===== config.mk =====
export PLATFORM = sky130hd
export DESIGN_NAME = bcr_board_ctrl
export DESIGN_NICKNAME = d
export VERILOG_FILES = /design/src/core/bcr_board_ctrl.v
export VERILOG_INCLUDE_DIRS = /design/src /design/src/core
export SDC_FILE = /design/constraint.sdc
export NUM_CORES = 1
export LEC_CHECK = 0
export ABC_CLOCK_PERIOD_IN_PS = 6600
export BUFFER_PORTS_ARGS = -buffer_cell sky130_fd_sc_hd__buf_2
export CAP_MARGIN = 40
export CORE_MARGIN = 2
export CORE_UTILIZATION = 48
export DETAILED_ROUTE_END_ITERATION = 10
export HOLD_SLACK_MARGIN = 0.03
export PLACE_DENSITY = 0.76
export SYNTH_ARGS = -nofsm -noshare
export SYNTH_HDL_FRONTEND = slang
export SYNTH_SLANG_ARGS = --single-unit

===== constraint.sdc =====
create_clock -name mclk_in -period 6.6 [get_ports mclk_in]
set_input_delay 0 -clock mclk_in [delete_from_list [all_inputs] [get_ports mclk_in]]
set_output_delay 0 -clock mclk_in [all_outputs]
set_load 0.1 [all_outputs]

===== src/core/bcr_regs_map.vh =====
// offsets, fields, reset values and timing of the board control bank
`ifndef BCR_REGS_MAP_VH
`define BCR_REGS_MAP_VH

// register offsets on the byte-wide register port
`define BCR_ADDR_RST_SWITCH 8'h0B
`define BCR_ADDR_MISC_ONE 8'h0C
`define BCR_ADDR_MISC_TWO 8'h0D
`define BCR_ADDR_FW_UNLOCK 8'h0E
`define BCR_ADDR_SCRATCH 8'h0F
`define BCR_ADDR_G2_CTRL 8'h10
`define BCR_ADDR_G2_DIV 8'h11
`define BCR_ADDR_G2_CMD0 8'h14
`define BCR_ADDR_G2_CMD1 8'h15
`define BCR_ADDR_G2_CMD2 8'h16
`define BCR_ADDR_G2_CMD3 8'h17
`define BCR_ADDR_G2_RB0 8'h18
`define BCR_ADDR_G2_RB1 8'h19
`define BCR_ADDR_G2_RB2 8'h1A
`define BCR_ADDR_G2_RB3 8'h1B
`define BCR_ADDR_G3_CTRL 8'h20

// reset values
`define BCR_MISC_ONE_RST 8'h1C
`define BCR_DIV_RST 8'h03
`define BCR_ZERO_RST 8'h00

// unlock key of the firmware-update pass-through
`define BCR_FW_KEY 8'h68

// reset/switch status bit positions
`define BCR_RS_TRIG_BIT 5
`define BCR_RS_SELSW_BIT 6
`define BCR_RS_USRSW_BIT 7

// misc one bit positions; bits 1-0 are plain storage, bit 7 reads zero
`define BCR_M1_RSV_MSB 1
`define BCR_M1_NAND_WP_BIT 2
`define BCR_M1_EMU_EN_BIT 3
`define BCR_M1_NOR_WP_BIT 4
`define BCR_M1_EE_WP_BIT 5
`define BCR_M1_LVL_EN_BIT 6

// misc two bit positions
`define BCR_M2_FW_EN_BIT 0
`define BCR_M2_HOUT_BIT 1
`define BCR_M2_SYSCLK_BIT 2

// generator control bits; 4-2 enable por, full, warm pulses
`define BCR_GC_START_BIT 0
`define BCR_GC_BUSY_BIT 1
`define BCR_GC_PEN_LSB 2
`define BCR_GC_PEN_MSB 4

// link clock: add source MHz per mclk, wrap at (div+1)*mclk MHz
`define BCR_SRC_MHZ 16'h0030
`define BCR_MCLK_MHZ 16'h0019
`define BCR_FRAME_LAST 6'h1F

// reset pulse width
`define BCR_MCLK_PERIOD_NS 40
`define BCR_PULSE_NS 1000
`define BCR_PULSE_CYC ((`BCR_PULSE_NS + `BCR_MCLK_PERIOD_NS - 1) / `BCR_MCLK_PERIOD_NS)

`endif


===== src/core/bcr_board_ctrl.v =====
// board control register bank with firmware pass-through and clock generator command engines
//
// Summary of operation
// status bits 5-7 show trigger, select, user switch
// misc one resets to 1Ch, host writable
// misc one bit 2 drives raw flash protect
// misc one bit 3 enables emulator card
// misc one bit 4 drives serial flash protect
// misc one bit 5 drives config memory protect
// bit 6 level shifter enable; bit 7 reserved
// misc two bit 0 shows pass-through enabled
// writing 68h unlocks pass-through, else locks
// gpio 12-15 routed to update port when unlocked
// misc two bits 1-2 show host levels
// scratch byte, read back, resets zero
// write start bit to send command; reads 0 idle
// busy bit high while frame in progress
// bits 2-4 request reset pulses after frame
// link clock 48MHz over (X+1)*2, reset 03h
// divider zero equals divider one
// byte 0 holds address and data 3:0
// bytes 1-3 hold data 27:4
// readback byte 0 holds address, data 3:0
// readback bytes 1-3 hold data 27:4
// generator three engine started at 20h bit 0
// 32-bit frame, byte 0 first, select held
// busy, start clear after frame and pulses
// read-only writes ignored, reserved reads zero
`timescale 1ns/1ns
`include "bcr_regs_map.vh"

module bcr_board_ctrl (
    // clock and reset
    input wire mclk_in,
    input wire srst_in,
    // register port
    input wire [7:0] reg_addr_in,
    input wire [7:0] reg_wdata_in,
    input wire reg_wr_in,
    input wire reg_rd_in,
    output reg [7:0] reg_rdata_out,
    // switch and host status levels
    input wire trigger_reset_level_in,
    input wire serial_link_select_switch_in,
    input wire user_switch_in,
    input wire host_out_level_in,
    input wire host_system_clock_out_level_in,
    // board memory and card controls
    output wire nand_wp_n_out,
    output wire nor_wp_n_out,
    output wire eeprom_wp_out,
    output wire emulator_card_enable_out,
    output wire level_shifter_enable_out,
    // host gpio 12-15 and firmware-update port
    input wire host_gpio12_in,
    input wire host_gpio13_in,
    input wire host_gpio14_in,
    output wire host_gpio15_out,
    output wire host_gpio15_oe_out,
    output wire fw_update_sclk_out,
    output wire fw_update_select_n_out,
    output wire fw_update_mosi_out,
    input wire fw_update_miso_in,
    // clock generator links, bit 0 generator two, bit 1 generator three
    output wire [1:0] clkgen_sclk_out,
    output wire [1:0] clkgen_select_n_out,
    output wire [1:0] clkgen_mosi_out,
    input wire [1:0] clkgen_miso_in,
    // host reset outputs, active low
    output wire host_power_on_reset_n_out,
    output wire host_full_reset_n_out,
    output wire host_warm_reset_n_out
);

    // engine states
    localparam ST_IDLE = 2'b00;
    localparam ST_SHIFT = 2'b01;
    localparam ST_PULSE = 2'b10;
    localparam ST_DONE = 2'b11;

    // software registers
    reg [7:0] misc_one_q; // board controls
    reg [7:0] fw_unlock_q; // pass-through key
    reg [7:0] scratch_q; // free storage
    reg [2:0] g2_pulse_en_q; // por, full, warm enables
    reg [7:0] g2_div_q; // link clock divider
    reg [31:0] g2_cmd_q; // command bytes 3..0
    reg [1:0] run_q; // start bit per engine, doubles as busy

    // per-engine flat buses
    wire [15:0] eng_div; // divider per engine
    wire [63:0] eng_cmd; // command per engine
    wire [5:0] eng_pen; // pulse enables per engine
    wire [1:0] eng_done; // one-cycle finish per engine
    wire [5:0] eng_pulse; // active-high pulse requests
    wire [63:0] eng_rb; // captured response per engine
    wire fw_en; // pass-through unlocked

    ////////////////////////////////////////////////////////////////////////
    // firmware-update pass-through

    // key compare
    assign fw_en = (fw_unlock_q == `BCR_FW_KEY);

    // gpio routing, combinational for host spi timing
    assign fw_update_sclk_out = fw_en ? host_gpio12_in : 1'b0;
    assign fw_update_select_n_out = fw_en ? host_gpio13_in : 1'b1;
    assign fw_update_mosi_out = fw_en ? host_gpio14_in : 1'b0;
    assign host_gpio15_out = fw_en ? fw_update_miso_in : 1'b0;
    // gpio 15 released when locked, free for host use
    assign host_gpio15_oe_out = fw_en;

    ////////////////////////////////////////////////////////////////////////
    // board control pins

    // raw flash protect
    assign nand_wp_n_out = misc_one_q[`BCR_M1_NAND_WP_BIT];
    // emulator card enable
    assign emulator_card_enable_out = misc_one_q[`BCR_M1_EMU_EN_BIT];
    // serial flash protect
    assign nor_wp_n_out = misc_one_q[`BCR_M1_NOR_WP_BIT];
    // config memory protect
    assign eeprom_wp_out = misc_one_q[`BCR_M1_EE_WP_BIT];
    // level shifter enable
    assign level_shifter_enable_out = misc_one_q[`BCR_M1_LVL_EN_BIT];

    // pulses from either engine, low while requested
    assign host_power_on_reset_n_out = ~(eng_pulse[0] | eng_pulse[3]);
    assign host_full_reset_n_out = ~(eng_pulse[1] | eng_pulse[4]);
    assign host_warm_reset_n_out = ~(eng_pulse[2] | eng_pulse[5]);

    // generator three: start bit only, default divider,
    // zero command, no reset pulses
    assign eng_div = {`BCR_DIV_RST, g2_div_q};
    assign eng_cmd = {32'h0000_0000, g2_cmd_q};
    assign eng_pen = {3'b000, g2_pulse_en_q};

    ////////////////////////////////////////////////////////////////////////
    // register writes

    always @(posedge mclk_in) begin
        if (srst_in) begin
            // misc one reset value
            misc_one_q <= `BCR_MISC_ONE_RST;
            fw_unlock_q <= `BCR_ZERO_RST;
            // scratch resets zero
            scratch_q <= `BCR_ZERO_RST;
            g2_pulse_en_q <= 3'b000;
            // divider reset value
            g2_div_q <= `BCR_DIV_RST;
            g2_cmd_q <= 32'h0000_0000;
        end else if (reg_wr_in) begin
            case (reg_addr_in)
                // bit 7 reserved, write ignored
                `BCR_ADDR_MISC_ONE: misc_one_q <= {1'b0, reg_wdata_in[`BCR_M1_LVL_EN_BIT:0]};

                `BCR_ADDR_FW_UNLOCK: fw_unlock_q <= reg_wdata_in;
                `BCR_ADDR_SCRATCH: scratch_q <= reg_wdata_in;

                // pulse enables stored
                `BCR_ADDR_G2_CTRL: g2_pulse_en_q <= reg_wdata_in[`BCR_GC_PEN_MSB:`BCR_GC_PEN_LSB];
                `BCR_ADDR_G2_DIV: g2_div_q <= reg_wdata_in;

                // byte 0: address nibble low, data 3:0 high
                `BCR_ADDR_G2_CMD0: g2_cmd_q[7:0] <= reg_wdata_in;
                // data 27:4 in bytes 1-3
                `BCR_ADDR_G2_CMD1: g2_cmd_q[15:8] <= reg_wdata_in;
                `BCR_ADDR_G2_CMD2: g2_cmd_q[23:16] <= reg_wdata_in;
                `BCR_ADDR_G2_CMD3: g2_cmd_q[31:24] <= reg_wdata_in;

                // read-only and reserved offsets ignore writes
                default: misc_one_q <= misc_one_q;
            endcase
        end
    end

    // start bits: set by writing 1, cleared at engine finish
    always @(posedge mclk_in) begin
        if (srst_in) begin
            run_q <= 2'b00;
        end else begin
            // clear only when the engine reports completion
            run_q <= run_q & ~eng_done;
            // start generator two; ignored while already running
            if (reg_wr_in && reg_addr_in == `BCR_ADDR_G2_CTRL && reg_wdata_in[`BCR_GC_START_BIT] && !run_q[0]) begin
                run_q[0] <= 1'b1;
            end
            // start generator three
            if (reg_wr_in && reg_addr_in == `BCR_ADDR_G3_CTRL && reg_wdata_in[`BCR_GC_START_BIT] && !run_q[1]) begin
                run_q[1] <= 1'b1;
            end
        end
    end

    ////////////////////////////////////////////////////////////////////////
    // register reads, one cycle after the read strobe

    always @(posedge mclk_in) begin
        if (srst_in) begin
            reg_rdata_out <= 8'h00;
        end else if (reg_rd_in) begin
            case (reg_addr_in)
                // live switch levels, other bits zero
                `BCR_ADDR_RST_SWITCH: begin
                    reg_rdata_out <= {user_switch_in, serial_link_select_switch_in, trigger_reset_level_in, 5'h00};
                end
                `BCR_ADDR_MISC_ONE: reg_rdata_out <= misc_one_q;
                // pass-through state and host levels
                `BCR_ADDR_MISC_TWO: begin
                    reg_rdata_out <= {5'h00, host_system_clock_out_level_in, host_out_level_in, fw_en};
                end
                `BCR_ADDR_FW_UNLOCK: reg_rdata_out <= fw_unlock_q;
                `BCR_ADDR_SCRATCH: reg_rdata_out <= scratch_q;

                // busy bit mirrors the running engine
                `BCR_ADDR_G2_CTRL: reg_rdata_out <= {3'b000, g2_pulse_en_q, run_q[0], run_q[0]};
                `BCR_ADDR_G2_DIV: reg_rdata_out <= g2_div_q;

                `BCR_ADDR_G2_CMD0: reg_rdata_out <= g2_cmd_q[7:0];
                `BCR_ADDR_G2_CMD1: reg_rdata_out <= g2_cmd_q[15:8];
                `BCR_ADDR_G2_CMD2: reg_rdata_out <= g2_cmd_q[23:16];
                `BCR_ADDR_G2_CMD3: reg_rdata_out <= g2_cmd_q[31:24];

                // readback byte 0: address and data 3:0
                `BCR_ADDR_G2_RB0: reg_rdata_out <= eng_rb[7:0];
                // readback data 27:4
                `BCR_ADDR_G2_RB1: reg_rdata_out <= eng_rb[15:8];
                `BCR_ADDR_G2_RB2: reg_rdata_out <= eng_rb[23:16];
                `BCR_ADDR_G2_RB3: reg_rdata_out <= eng_rb[31:24];

                `BCR_ADDR_G3_CTRL: reg_rdata_out <= {6'h00, run_q[1], run_q[1]};
                // reserved offsets read zero
                default: reg_rdata_out <= 8'h00;
            endcase
        end
    end

    ////////////////////////////////////////////////////////////////////////
    // command engines, one per clock generator

    genvar ch;
    generate
        for (ch = 0; ch < 2; ch = ch + 1) begin : g_eng
            reg [1:0] st_q; // engine state
            reg [15:0] acc_q; // link clock phase accumulator
            reg [31:0] sh_q; // outgoing frame
            reg [31:0] rb_q; // incoming response
            reg [5:0] cnt_q; // bits sent
            reg [1:0] pidx_q; // pulse slot 0 por, 1 full, 2 warm
            reg [7:0] pcnt_q; // pulse width counter
            reg [2:0] pulse_q; // active pulse per slot
            reg sclk_q;
            reg sel_n_q;
            wire [7:0] div_raw;
            wire [15:0] div_eff;
            wire [15:0] half_wrap;
            wire [15:0] acc_nx;
            wire tick;

            assign div_raw = eng_div[8 * ch +: 8];
            // zero behaves as one
            assign div_eff = (div_raw == 8'h00) ? 16'h0001 : {8'h00, div_raw};
            // half period is (X+1) source ticks; jitter is one mclk
            assign half_wrap = (div_eff + 16'h0001) * `BCR_MCLK_MHZ;
            assign acc_nx = acc_q + `BCR_SRC_MHZ;
            assign tick = (acc_nx >= half_wrap);

            // frame shifting, reset pulses and completion
            always @(posedge mclk_in) begin
                if (srst_in) begin
                    st_q <= ST_IDLE;
                    acc_q <= 16'h0000;
                    sh_q <= 32'h0000_0000;
                    rb_q <= 32'h0000_0000;
                    cnt_q <= 6'h00;
                    pidx_q <= 2'b00;
                    pcnt_q <= 8'h00;
                    pulse_q <= 3'b000;
                    sclk_q <= 1'b0;
                    sel_n_q <= 1'b1;
                end else begin
                    case (st_q)
                        ST_IDLE: begin
                            if (run_q[ch]) begin
                                // load whole frame, select held low
                                sh_q <= eng_cmd[32 * ch +: 32];
                                sel_n_q <= 1'b0;
                                acc_q <= 16'h0000;
                                cnt_q <= 6'h00;
                                st_q <= ST_SHIFT;
                            end
                        end
                        ST_SHIFT: begin
                            acc_q <= tick ? (acc_nx - half_wrap) : acc_nx;
                            if (tick) begin
                                sclk_q <= ~sclk_q;
                                if (!sclk_q) begin
                                    // rising edge: capture response, lsb first
                                    rb_q <= {clkgen_miso_in[ch], rb_q[31:1]};
                                end else begin
                                    // falling edge: next bit, byte 0 first
                                    sh_q <= {1'b0, sh_q[31:1]};
                                    cnt_q <= cnt_q + 6'h01;
                                    if (cnt_q == `BCR_FRAME_LAST) begin
                                        sel_n_q <= 1'b1;
                                        pidx_q <= 2'b00;
                                        pcnt_q <= 8'h00;
                                        st_q <= ST_PULSE;
                                    end
                                end
                            end
                        end
                        ST_PULSE: begin
                            // one pulse per enabled slot, in order
                            if (eng_pen[3 * ch + pidx_q] && pcnt_q != `BCR_PULSE_CYC) begin
                                pulse_q[pidx_q] <= 1'b1;
                                pcnt_q <= pcnt_q + 8'h01;
                            end else begin
                                pulse_q <= 3'b000;
                                pcnt_q <= 8'h00;
                                pidx_q <= pidx_q + 2'b01;
                                if (pidx_q == 2'b10) begin
                                    st_q <= ST_DONE;
                                end
                            end
                        end
                        default: begin
                            // finish one cycle, then idle
                            st_q <= ST_IDLE;
                        end
                    endcase
                end
            end

            assign eng_done[ch] = (st_q == ST_DONE);
            assign eng_pulse[3 * ch +: 3] = pulse_q;
            assign eng_rb[32 * ch +: 32] = rb_q;
            assign clkgen_sclk_out[ch] = sclk_q;
            assign clkgen_select_n_out[ch] = sel_n_q;
            assign clkgen_mosi_out[ch] = sh_q[0];
        end
    endgenerate

endmodule


==> results of run 1 <==
how the worst min path moves through the flow:
stage                                 startpoint                end  slack [ns]  depth (start not counted)
after CTS                 trigger_reset_level_in   reg_rdata_out[5]        0.06                          5
after global routing      trigger_reset_level_in   reg_rdata_out[5]        0.11                          5
after floorplan                clkgen_miso_in[0]  g_eng[0].rb_q[31]        0.14                          2
after detailed placement       clkgen_miso_in[0]  g_eng[0].rb_q[31]        0.29                          3
after global placement         clkgen_miso_in[0]  g_eng[0].rb_q[31]        0.23                          3
final                     trigger_reset_level_in   reg_rdata_out[5]        0.07                          5
per-stage QoR:
stage	hold slack [ns]	std cells	total power [mW]	instance area, um2
floorplan	0.144	1464	2.20	12400
global placement	0.230	1770	2.34	12800
detailed placement	0.294	1772	2.37	12800
CTS	0.0555	1827	3.72	13700
global route	0.114	1827	3.89	13700
finish	0.0683	1827	3.71	13700
cells by family (layout without fill, tap and decap cells):
group	Yosys count	count (layout)	share of synthesized area, %
compound gates	351	351	19.4
xor+xnor	56	56	3.97
fa+ha+maj	77	77	8.09
buf+inv	136	169	4.82
flops	216	216	35.0
mux	106	106	8.72
other cells	1	1	0.0303
simple gates	521	521	20.0
tightest hold or removal path: cells and delay by family:
family                 cells  cell delay [ns]
buffers and inverters      1             0.08
AOI/OAI and AO/OA          4             0.48
layout make-up:
cell class / instances / area [um2] / share of cell area (%)
clock buffer: 34 / 658 / 4.80
multi-input combinational: 1112 / 7460 / 54.4
sequential: 216 / 4320 / 31.5
tap: 330 / 413 / 3.01
clock inverter: 9 / 148 / 1.08
timing repair buffer: 81 / 552 / 4.02
inverter: 45 / 169 / 1.23
routing by layer:
layer / global-route usage [%] / vias up
met1: 31.2 / 5076
met4: 7.39 / 0
met2: 37.1 / 374
met5: 0 / -
met3: 2.64 / 68
li1: - / 5312
registers in the layout, indices dropped and copies added, names as in the netlist:
register,count
g_eng.pulse_q,6
fw_unlock_q,8
g2_cmd_q,32
run_q,2
g_eng.cnt_q,12
reg_rdata_out,8
misc_one_q,7
g_eng.rb_q,32
g_eng.acc_q,30
g_eng.sh_q,32
g_eng.pcnt_q,16
g2_div_q,8
scratch_q,8
g_eng.sel_n_q,2
g2_pulse_en_q,3
g_eng.pidx_q,4
g_eng.st_q,4
g_eng.sclk_q,2
power groups by stage:
stage	clock network (mW)	logic, mW	registers [mW]
floorplan	0	0.720	1.48
global placement	0	0.838	1.50
detailed placement	0	0.864	1.50
CTS	1.38	0.874	1.48
global route	1.43	0.978	1.49
finish	1.36	0.882	1.48
what timing repair did:
item                      CTS  global route
resized for setup           0             0
hold buffers               12             0
hold endpoints to repair  108             0
cell usage after synthesis, types with 15 or more instances:
library cell	n
a22oi_1	20
a22o_1	15
dfxtp_1	216
nor3_1	25
nor2_1	173
o21ai_0	42
xnor2_1	30
mux2i_1	92
a21oi_1	113
clkbuf_1	62
inv_1	45
nor2b_1	15
xor2_1	26
and3_1	16
nand3_1	71
a211oi_1	36
ha_1	72
nand2_1	127
==> impl_metrics.py, run 1 <==
metrics = {
    "placement": {
        "gp_congestion": 0.913,
        "pre_cts_ws_ns": 0.727,
        "port_buffers": 55,
        "dp_hpwl_um": 21500,
    },
    "floorplan": {
        "rows": 58,
        "die_h_um": 165,
        "die_w_um": 165,
        "start_util_pct": 49.0,
        "die-area_mm2": 0.0271,
        "io_pins": 58,
        "fp.coreArea_mm2": 0.0253,
    },
    "sta": {
        "min_period_ns": 5.94,
        "rsz0062_at_grt": "no",
        "relSlewSlack_pct": 37.4,
        "clock.fmax_ghz": 0.168,
        "report.final.slew_viol_count": 0,
        "period_share_pct": 90.0,
        "skew_ns": 0.0184,
        "setup_viol_count_final": 0,
        "worst_slew_pin_slew_ns": 0.930,
        "setup-tns-final_ns": 0,
        "final_hold_viol_count": 0,
        "layout_setup_ws_ns": 0.657,
    },
    "global_route": {
        "antenna_found_initial": 0,
        "grt_overflow": 0,
        "grt_max_degree": 95,
        "grt_usage_pct": 22.7,
        "grt_pass1_vias": 10100,
        "grt_first_pass_wirelength_um": 50700,
    },
    "yosys": {
        "netlist_area_mm2": 0.0124,
        "synth_top_area_cell": "dfxtp_1",
        "synth.ff_latch_count": 216,
        "syn-num-nets": 1572,
        "postSynthCellCount": 1464,
        "yosysWarnings": 0,
        "async_flop_share_pct": 0,
        "synthDistinctLibCells": 88,
        "synthFlopType": "dfxtp_1",
        "synth.avg_cell_area_um2": 8.45,
        "synth.area.top_cells": "dfxtp_1 35%, mux2i_1 7.4%, ha_1 7.3%",
        "synth_top_area_share_pct": 35.0,
        "yosysSeqAreaShare_pct": 35.0,
        "synth_edf_count": 0,
    },
    "pwr": {
        "power_frac_comb_pct": 23.7,
        "ir_worst_vdd_mv": 0.188,
        "switchingPower_mw": 1.18,
        "power_density_mw_per_mm2": 271,
        "leakage_nw": 5.29,
        "seq_power_share_pct": 39.8,
        "internal_power_mw": 2.53,
        "pwr-share-clk_pct": 36.5,
        "p_sw_share_pct": 31.8,
    },
    "route": {
        "vias_per_cell": 5.93,
        "routed-wl-met3_um": 1850,
        "drt_wl_total_um": 30600,
        "met1_length_um": 13900,
        "drt_iter0_markers": 882,
        "drt-pass1-iter-count": 6,
        "met2_length_um": 14000,
        "postRouteAntennaNets": 0,
        "wl_per_cell_um": 16.8,
        "topRoutingLayerUsed": "met4",
        "drc": 0,
        "vias": 10800,
    },
    "clocking": {
        "cts_root_buffer": "clkbuf_16",
        "cts_setup_buffers": 0,
        "cts_tree": "done",
        "cts.clk_slew.worst_paths_ns": 0.06,
        "cts-htree-levels": 1,
        "numCtsBuffers": 24,
        "clkSinkCount": 216,
        "clk_latency_ns": 0.53,
        "clockBufferDepth": 3,
    },
    "critical_path": {
        "critPathMaxFanout": 8,
        "cp.depth": 22,
        "critPathKind": "register to register",
        "rr_worst_depth": 22,
        "crit_arrival_ns": 6.38,
        "start_kind": "register",
        "r2r-start": "g2_div_q[5]",
        "crit_path_start": "g2_div_q[5]",
        "crit_slowest_cell": "a2111oi_0",
        "worst_path_most_repeated_cell": "ha_1",
        "crit_required_ns": 7.04,
        "cpPeakStageDelay_ns": 0.78,
        "r2r_end": "g_eng[0].pcnt_q[5]",
        "worstPathBufferInverterCount": 0,
        "worst_setup_path_end_kind": "register",
        "crit_family": "compound AO/OA/AOI/OAI gates",
        "cp-endpoint": "g_eng[0].pcnt_q[5]",
        "reg2reg_slack_ns": 0.66,
        "worstPathCellList": "nor4_1, a211o_1, and2_1, ha_1, ha_1, ha_1, ha_1, a21o_1, a21oi_1, o21ai_0, a21oi_1, o21ai_0, a21o_1, a21oi_1, xor2_1, ha_1, and3_1, o21ai_0, and4b_1, a2111oi_0, nand3b_1, a21oi_1",
    },
    "final_layout": {
        "final_util_pct": 54.3,
        "layout-drive-gt1-share_pct": 9.95,
        "layout_common_cells": "216 x dfxtp_1, 173 x nor2_1, 127 x nand2_1, 113 x a21oi_1, 92 x mux2i_1",
        "num-fill-cells": 2275,
        "fin_nets": 1588,
        "antenna_cells": 0,
        "area_growth_pct": 11.0,
        "mostFrequentLayoutCell": "dfxtp_1",
    },
    "flow_run": {
        "cap_violations": 0,
    },
    "run_status": {
        "status": "complete, no violations",
    },
    "hold_path": {
        "hp-class": "primary input to register",
    },
}
Note: power is estimated with default switching activity, not from simulation.
==> inputs of run 2 (changes only) <==
- CELL_PAD_IN_SITES_DETAIL_PLACEMENT: not set -> 0
- CELL_PAD_IN_SITES_GLOBAL_PLACEMENT: not set -> 1
- PLACE_DENSITY: 0.76 -> 0.92
==> run 2 against run 1 <==
Effect of this change: die area unchanged; largest cell class unchanged; wire length increased by 0.78%; utilization increased by 0.28 points; largest power group unchanged; critical endpoint is now g_eng[0].acc_q[14]; worst setup slack got worse by 0.17 ns.
==> impl_metrics.py, run 2 (synthesized netlist as in run 1, its figures left out) <==
metrics = {
    "run_status": {
        "status": "complete, no violations",
    },
    "global_route": {
        "grt_max_degree": 94,
        "antenna_found_initial": 0,
        "met3_usage_pct": 2.61,
        "busiest_layer": "met2",
        "grt_overflow": 0,
        "grtUsageMet1_pct": 31.6,
        "grt_first_pass_wirelength_um": 51600,
        "gr-usage-met2_pct": 38.7,
        "grt_pass1_vias": 10200,
        "grt_usage_pct": 23.1,
    },
    "placement": {
        "gp_congestion": 0.920,
        "dp_hpwl_um": 22100,
        "port_buffers": 55,
        "pre_cts_ws_ns": 0.535,
        "dp_cells": 1775,
        "dpl_cell_area_mm2": 0.0128,
    },
    "final_layout": {
        "stdcell_area_mm2": 0.0138,
        "fin_nets": 1593,
        "area_growth_pct": 11.5,
        "layout_common_cells": "216 x dfxtp_1, 173 x nor2_1, 127 x nand2_1, 113 x a21oi_1, 92 x mux2i_1",
        "layout-drive-gt1-share_pct": 10.8,
        "antenna_cells": 0,
        "final_util_pct": 54.6,
        "reg.largest.list": "g2_cmd_q x32, g_eng.rb_q x32, g_eng.sh_q x32",
        "layoutNonFillerInstCount": 1834,
        "mostFrequentLayoutCell": "dfxtp_1",
    },
    "sta": {
        "rsz0062_at_grt": "no",
        "min_period_ns": 6.11,
        "report.final.slew_viol_count": 0,
        "skew_ns": 0.0288,
        "period_share_pct": 92.6,
        "setup_viol_count_final": 0,
        "layout_setup_ws_ns": 0.485,
        "final_hold_viol_count": 0,
        "clock.fmax_ghz": 0.164,
        "whs_ns": 0.0955,
        "relSlewSlack_pct": 33.6,
        "worst_slew_pin_slew_ns": 0.987,
        "setup-tns-final_ns": 0,
    },
    "pwr": {
        "p_sw_share_pct": 32.0,
        "ir_worst_vdd_mv": 0.213,
        "power_density_mw_per_mm2": 271,
        "internal_power_mw": 2.54,
        "switchingPower_mw": 1.20,
        "power_frac_comb_pct": 23.4,
        "seq_power_share_pct": 39.4,
        "p_total_mw": 3.74,
        "pwr-share-clk_pct": 37.2,
        "leakage_nw": 5.34,
    },
    "route": {
        "wl_per_cell_um": 16.8,
        "drt_iter0_markers": 840,
        "drc": 0,
        "postRouteAntennaNets": 0,
        "drt_wl_total_um": 30900,
        "vias": 10700,
        "vias_per_cell": 5.85,
        "drt-pass1-iter-count": 6,
    },
    "clocking": {
        "clk_latency_ns": 0.54,
        "cts_setup_buffers": 0,
        "cts-htree-levels": 1,
        "clockBufferDepth": 3,
        "cts_tree": "done",
        "cts_root_buffer": "clkbuf_16",
        "clkSinkCount": 216,
        "numCtsBuffers": 25,
        "cts.clk_slew.worst_paths_ns": 0.06,
    },
    "critical_path": {
        "critPathKind": "register to register",
        "start_kind": "register",
        "crit_required_ns": 7.05,
        "rr_worst_depth": 22,
        "crit_arrival_ns": 6.57,
        "critPathMaxFanout": 16,
        "worst_setup_path_end_kind": "register",
    },
    "floorplan": {
        "io_pins": 58,
        "die_w_um": 165,
        "rows": 58,
        "die-area_mm2": 0.0271,
        "start_util_pct": 49.0,
        "die_h_um": 165,
        "fp.coreArea_mm2": 0.0253,
    },
    "hold_path": {
        "worstHoldPathCells": 5,
        "hp-class": "primary input to register",
    },
    "flow_run": {
        "cap_violations": 0,
    },
}
==> run 2: layer usage <==
layer / wire (um) / share of wire [%]
met5: 0 / 0
met1: 14300 / 46
met4: 780 / 2.5
met3: 1460 / 4.7
met2: 14400 / 47
==> run 2: path summary, 6_finish.rpt <==
check                           slack (ns)           start                  to
worst max-delay path                  0.49     g2_div_q[4]  g_eng[0].acc_q[14]
worst min-delay path                   0.1  reg_addr_in[3]        g2_cmd_q[12]
worst max register to register        0.49     g2_div_q[4]  g_eng[0].acc_q[14]
worst min register to register        0.45    scratch_q[4]        scratch_q[4]
==> run 2: layout make-up <==
type	count	area, um2
fill	2346	11500
multi-input combinational	1112	7470
sequential	216	4320
clock buffer	34	739
timing repair buffer	85	572
tap	330	413
inverter	45	169
clock inverter	12	110
==> run 2: critical path: stages (launching register included) <==
cell and delay, ns:
dfxtp_1 0.37, nor4_1 0.41, a211o_1 0.18, and2_1 0.22
ha_1 0.27, ha_1 0.30, ha_1 0.31, ha_1 0.30
a21o_1 0.18, a21oi_1 0.20, o21ai_0 0.10, a21oi_1 0.24
xor2_1 0.22, ha_1 0.31, a21o_1 0.20, a21oi_1 0.15
nor2b_1 0.09, o311ai_0 0.61, and4b_1 0.53, buf_4 0.29
nor3_1 0.09, o32a_1 0.33, mux2i_1 0.12
==> run 2: timing repair <==
item,in CTS,in global routing
hold buffers,13,0
gates resized for setup,0,1
endpoints found under the setup margin,0,3
endpoints found under the hold margin,104,0
==> run 2: power groups by stage <==
stage	sequential [mW]	combinational (mW)	clock, mW
2_1_floorplan	1.48	0.720	0
3_3_place_gp	1.50	0.841	0
3_5_place_dp	1.50	0.860	0
4_1_cts	1.48	0.870	1.42
5_1_grt	1.49	0.969	1.47
6_report	1.47	0.874	1.39
==> inputs of run 3 (changes only) <==
- PLACE_DENSITY: 0.92 -> 0.78
==> run 3 against run 2 <==
Effect of this change: flip-flop and latch count unchanged; via count is 0.68% lower; largest cell class unchanged; non-clock buffer count grew 9; sequential power hardly changed; critical path depth up 2; power grew 1.9%; worst setup slack worse by 0.12 ns; register-to-register slack worse by 0.12 ns; fmax down 2.0%; global-route usage grew 0.73 points; die area did not move.
==> impl_metrics.py, run 3 (synthesized netlist as in run 1, its figures left out) <==
metrics = {
    "run_status": {
        "status": "complete, no violations",
    },
    "floorplan": {
        "die-area_mm2": 0.0271,
        "io_pins": 58,
        "die_h_um": 165,
        "fp.coreArea_mm2": 0.0253,
        "rows": 58,
        "start_util_pct": 49.0,
        "die_w_um": 165,
    },
    "route": {
        "vias_per_cell": 5.79,
        "drt_wl_total_um": 32600,
        "postRouteAntennaNets": 0,
        "wl_per_cell_um": 17.7,
        "drt-pass1-iter-count": 5,
        "drt_iter0_markers": 769,
        "drc": 0,
        "vias": 10700,
    },
    "critical_path": {
        "cpPeakStageDelay_ns": 0.58,
        "r2r-start": "g2_div_q[0]",
        "crit_required_ns": 7.01,
        "cp-endpoint": "g_eng[0].rb_q[31]",
        "start_kind": "register",
        "critPathMaxFanout": 33,
        "reg2reg_slack_ns": 0.36,
        "crit_arrival_ns": 6.65,
        "crit_path_start": "g2_div_q[0]",
        "critPathKind": "register to register",
        "worstPathCellList": "and3_1, and3_1, xor2_2, ha_1, ha_1, inv_1, fa_1, inv_1, ha_1, a21boi_0, o21ai_0, nand2b_1, xnor2_1, ha_1, nand2_1, nor2_1, and3_1, o21ai_0, and4b_2, or3_2, buf_12, mux2i_1, nor2_1, dlygate4sd3_1",
        "worst_path_most_repeated_cell": "ha_1",
        "worst_setup_path_end_kind": "register",
        "rr_worst_depth": 24,
        "crit_slowest_cell": "dlygate4sd3_1",
        "r2r_end": "g_eng[0].rb_q[31]",
    },
    "final_layout": {
        "antenna_cells": 0,
        "seq_area_mm2": 0.00434,
        "layout-drive-gt1-share_pct": 12.2,
        "fin_nets": 1602,
        "area_growth_pct": 12.7,
        "stdcell_area_mm2": 0.0139,
        "num-fill-cells": 2403,
        "reg.largest.list": "g2_cmd_q x32, g_eng.rb_q x32, g_eng.sh_q x32",
        "multi_input_area_mm2": 0.00751,
        "mostFrequentLayoutCell": "dfxtp_1",
        "layout_common_cells": "208 x dfxtp_1, 173 x nor2_1, 127 x nand2_1, 111 x a21oi_1, 92 x mux2i_1",
        "final_util_pct": 55.2,
    },
    "flow_run": {
        "cap_violations": 0,
    },
    "sta": {
        "period_share_pct": 94.5,
        "final_hold_viol_count": 0,
        "clock.fmax_ghz": 0.160,
        "relSlewSlack_pct": 48.7,
        "worst_slew_pin_slew_ns": 0.763,
        "skew_ns": 0.0137,
        "setup_viol_count_final": 0,
        "min_period_ns": 6.24,
        "report.final.slew_viol_count": 0,
    },
    "clocking": {
        "cts-htree-levels": 1,
        "clkSinkCount": 216,
        "clockBufferDepth": 3,
        "cts.clk_slew.worst_paths_ns": 0.06,
        "cts_root_buffer": "clkbuf_16",
        "numCtsBuffers": 25,
        "cts_tree": "done",
        "clk_latency_ns": 0.53,
    },
    "placement": {
        "dpl_cell_area_mm2": 0.0128,
        "gp_congestion": 0.930,
        "dp_hpwl_um": 23000,
        "port_buffers": 55,
    },
    "global_route": {
        "grt_first_pass_wirelength_um": 52300,
        "grt_overflow": 0,
        "grt_usage_pct": 23.9,
        "antenna_found_initial": 0,
        "grt_max_degree": 95,
        "grt_pass1_vias": 9906,
    },
    "pwr": {
        "leakage_nw": 5.40,
        "power_density_mw_per_mm2": 274,
        "ir_worst_vdd_mv": 0.259,
    },
    "hold_path": {
        "hp-class": "primary input to register",
    },
}
[run 3: changes by cell type in the layout (fill, tap and decap cells not counted), sizes merged]
cell         before  now
buf              72   80
bufinv            1    2
clkbuf           34   35
clkinv            7    5
dlygate4sd3      13   14
inv              48   47
[run 3: worst min path at each step]
stage | start | to | slack [ns] | cells past startpoint
after global routing | reg_addr_in[3] | g2_div_q[6] | 0.08 | 5
after CTS | reg_addr_in[3] | g2_div_q[2] | 0.05 | 5
after floorplan | clkgen_miso_in[0] | g_eng[0].rb_q[31] | 0.14 | 2
after global placement | clkgen_miso_in[0] | g_eng[0].rb_q[31] | 0.23 | 3
final | reg_addr_in[3] | g2_div_q[5] | 0.07 | 5
after detailed placement | clkgen_miso_in[0] | g_eng[0].rb_q[31] | 0.24 | 3
[run 3: final cells by class]
type / instances / share of cell area, %
clock inverter: 10 / 0.817
inverter: 45 / 1.21
tap: 330 / 2.96
clock buffer: 35 / 5.41
timing repair buffer: 94 / 4.54
multi-input combinational: 1112 / 53.9
sequential: 216 / 31.1
[run 3: critical path, delay by kind of cell, from the launching register on]
kind / cells / cell delay, ns
compound gates: 3 / 0.46
xor+xnor: 2 / 0.38
fa+ha+maj: 5 / 1.74
buf+inv: 4 / 0.88
flops: 1 / 0.42
mux: 1 / 0.17
simple gates: 9 / 2.03
[run 3: what timing repair did]
action	CTS	global route
resized for setup	0	21
setup buffers	0	3
hold buffers	14	0
endpoints found under the hold margin	108	0
setup endpoints to repair	0	5
[run 3: where the power goes]
group | internal, mW | switching, mW | total (mW)
Sequential | 1.40 | 0.0712 | 1.48
Clock | 0.873 | 0.571 | 1.44
Combinational | 0.321 | 0.573 | 0.893
Total | 2.60 | 1.21 | 3.81
[run 3: stage by stage]
step,hold slack [ns],instances,worst slack (ns),TNS [ns],total power [mW]
global route,0.0835,1842,-0.00360,-0.00360,4.01
floorplan,0.144,1464,1.07,0,2.20
detailed placement,0.238,1780,0.602,0,2.38
CTS,0.0477,1839,0.0757,0,3.84
finish,0.0721,1842,0.362,0,3.81
global placement,0.232,1774,0.665,0,2.37
[run 3: routing by layer]
layer | up-vias | wire, um | GRT usage, %
met5 | - | 0 | 0
met4 | 0 | 750 | 6.21
met3 | 60 | 1450 | 2.79
met2 | 247 | 15300 | 40.3
met1 | 5005 | 15000 | 32.4
li1 | 5349 | - | -
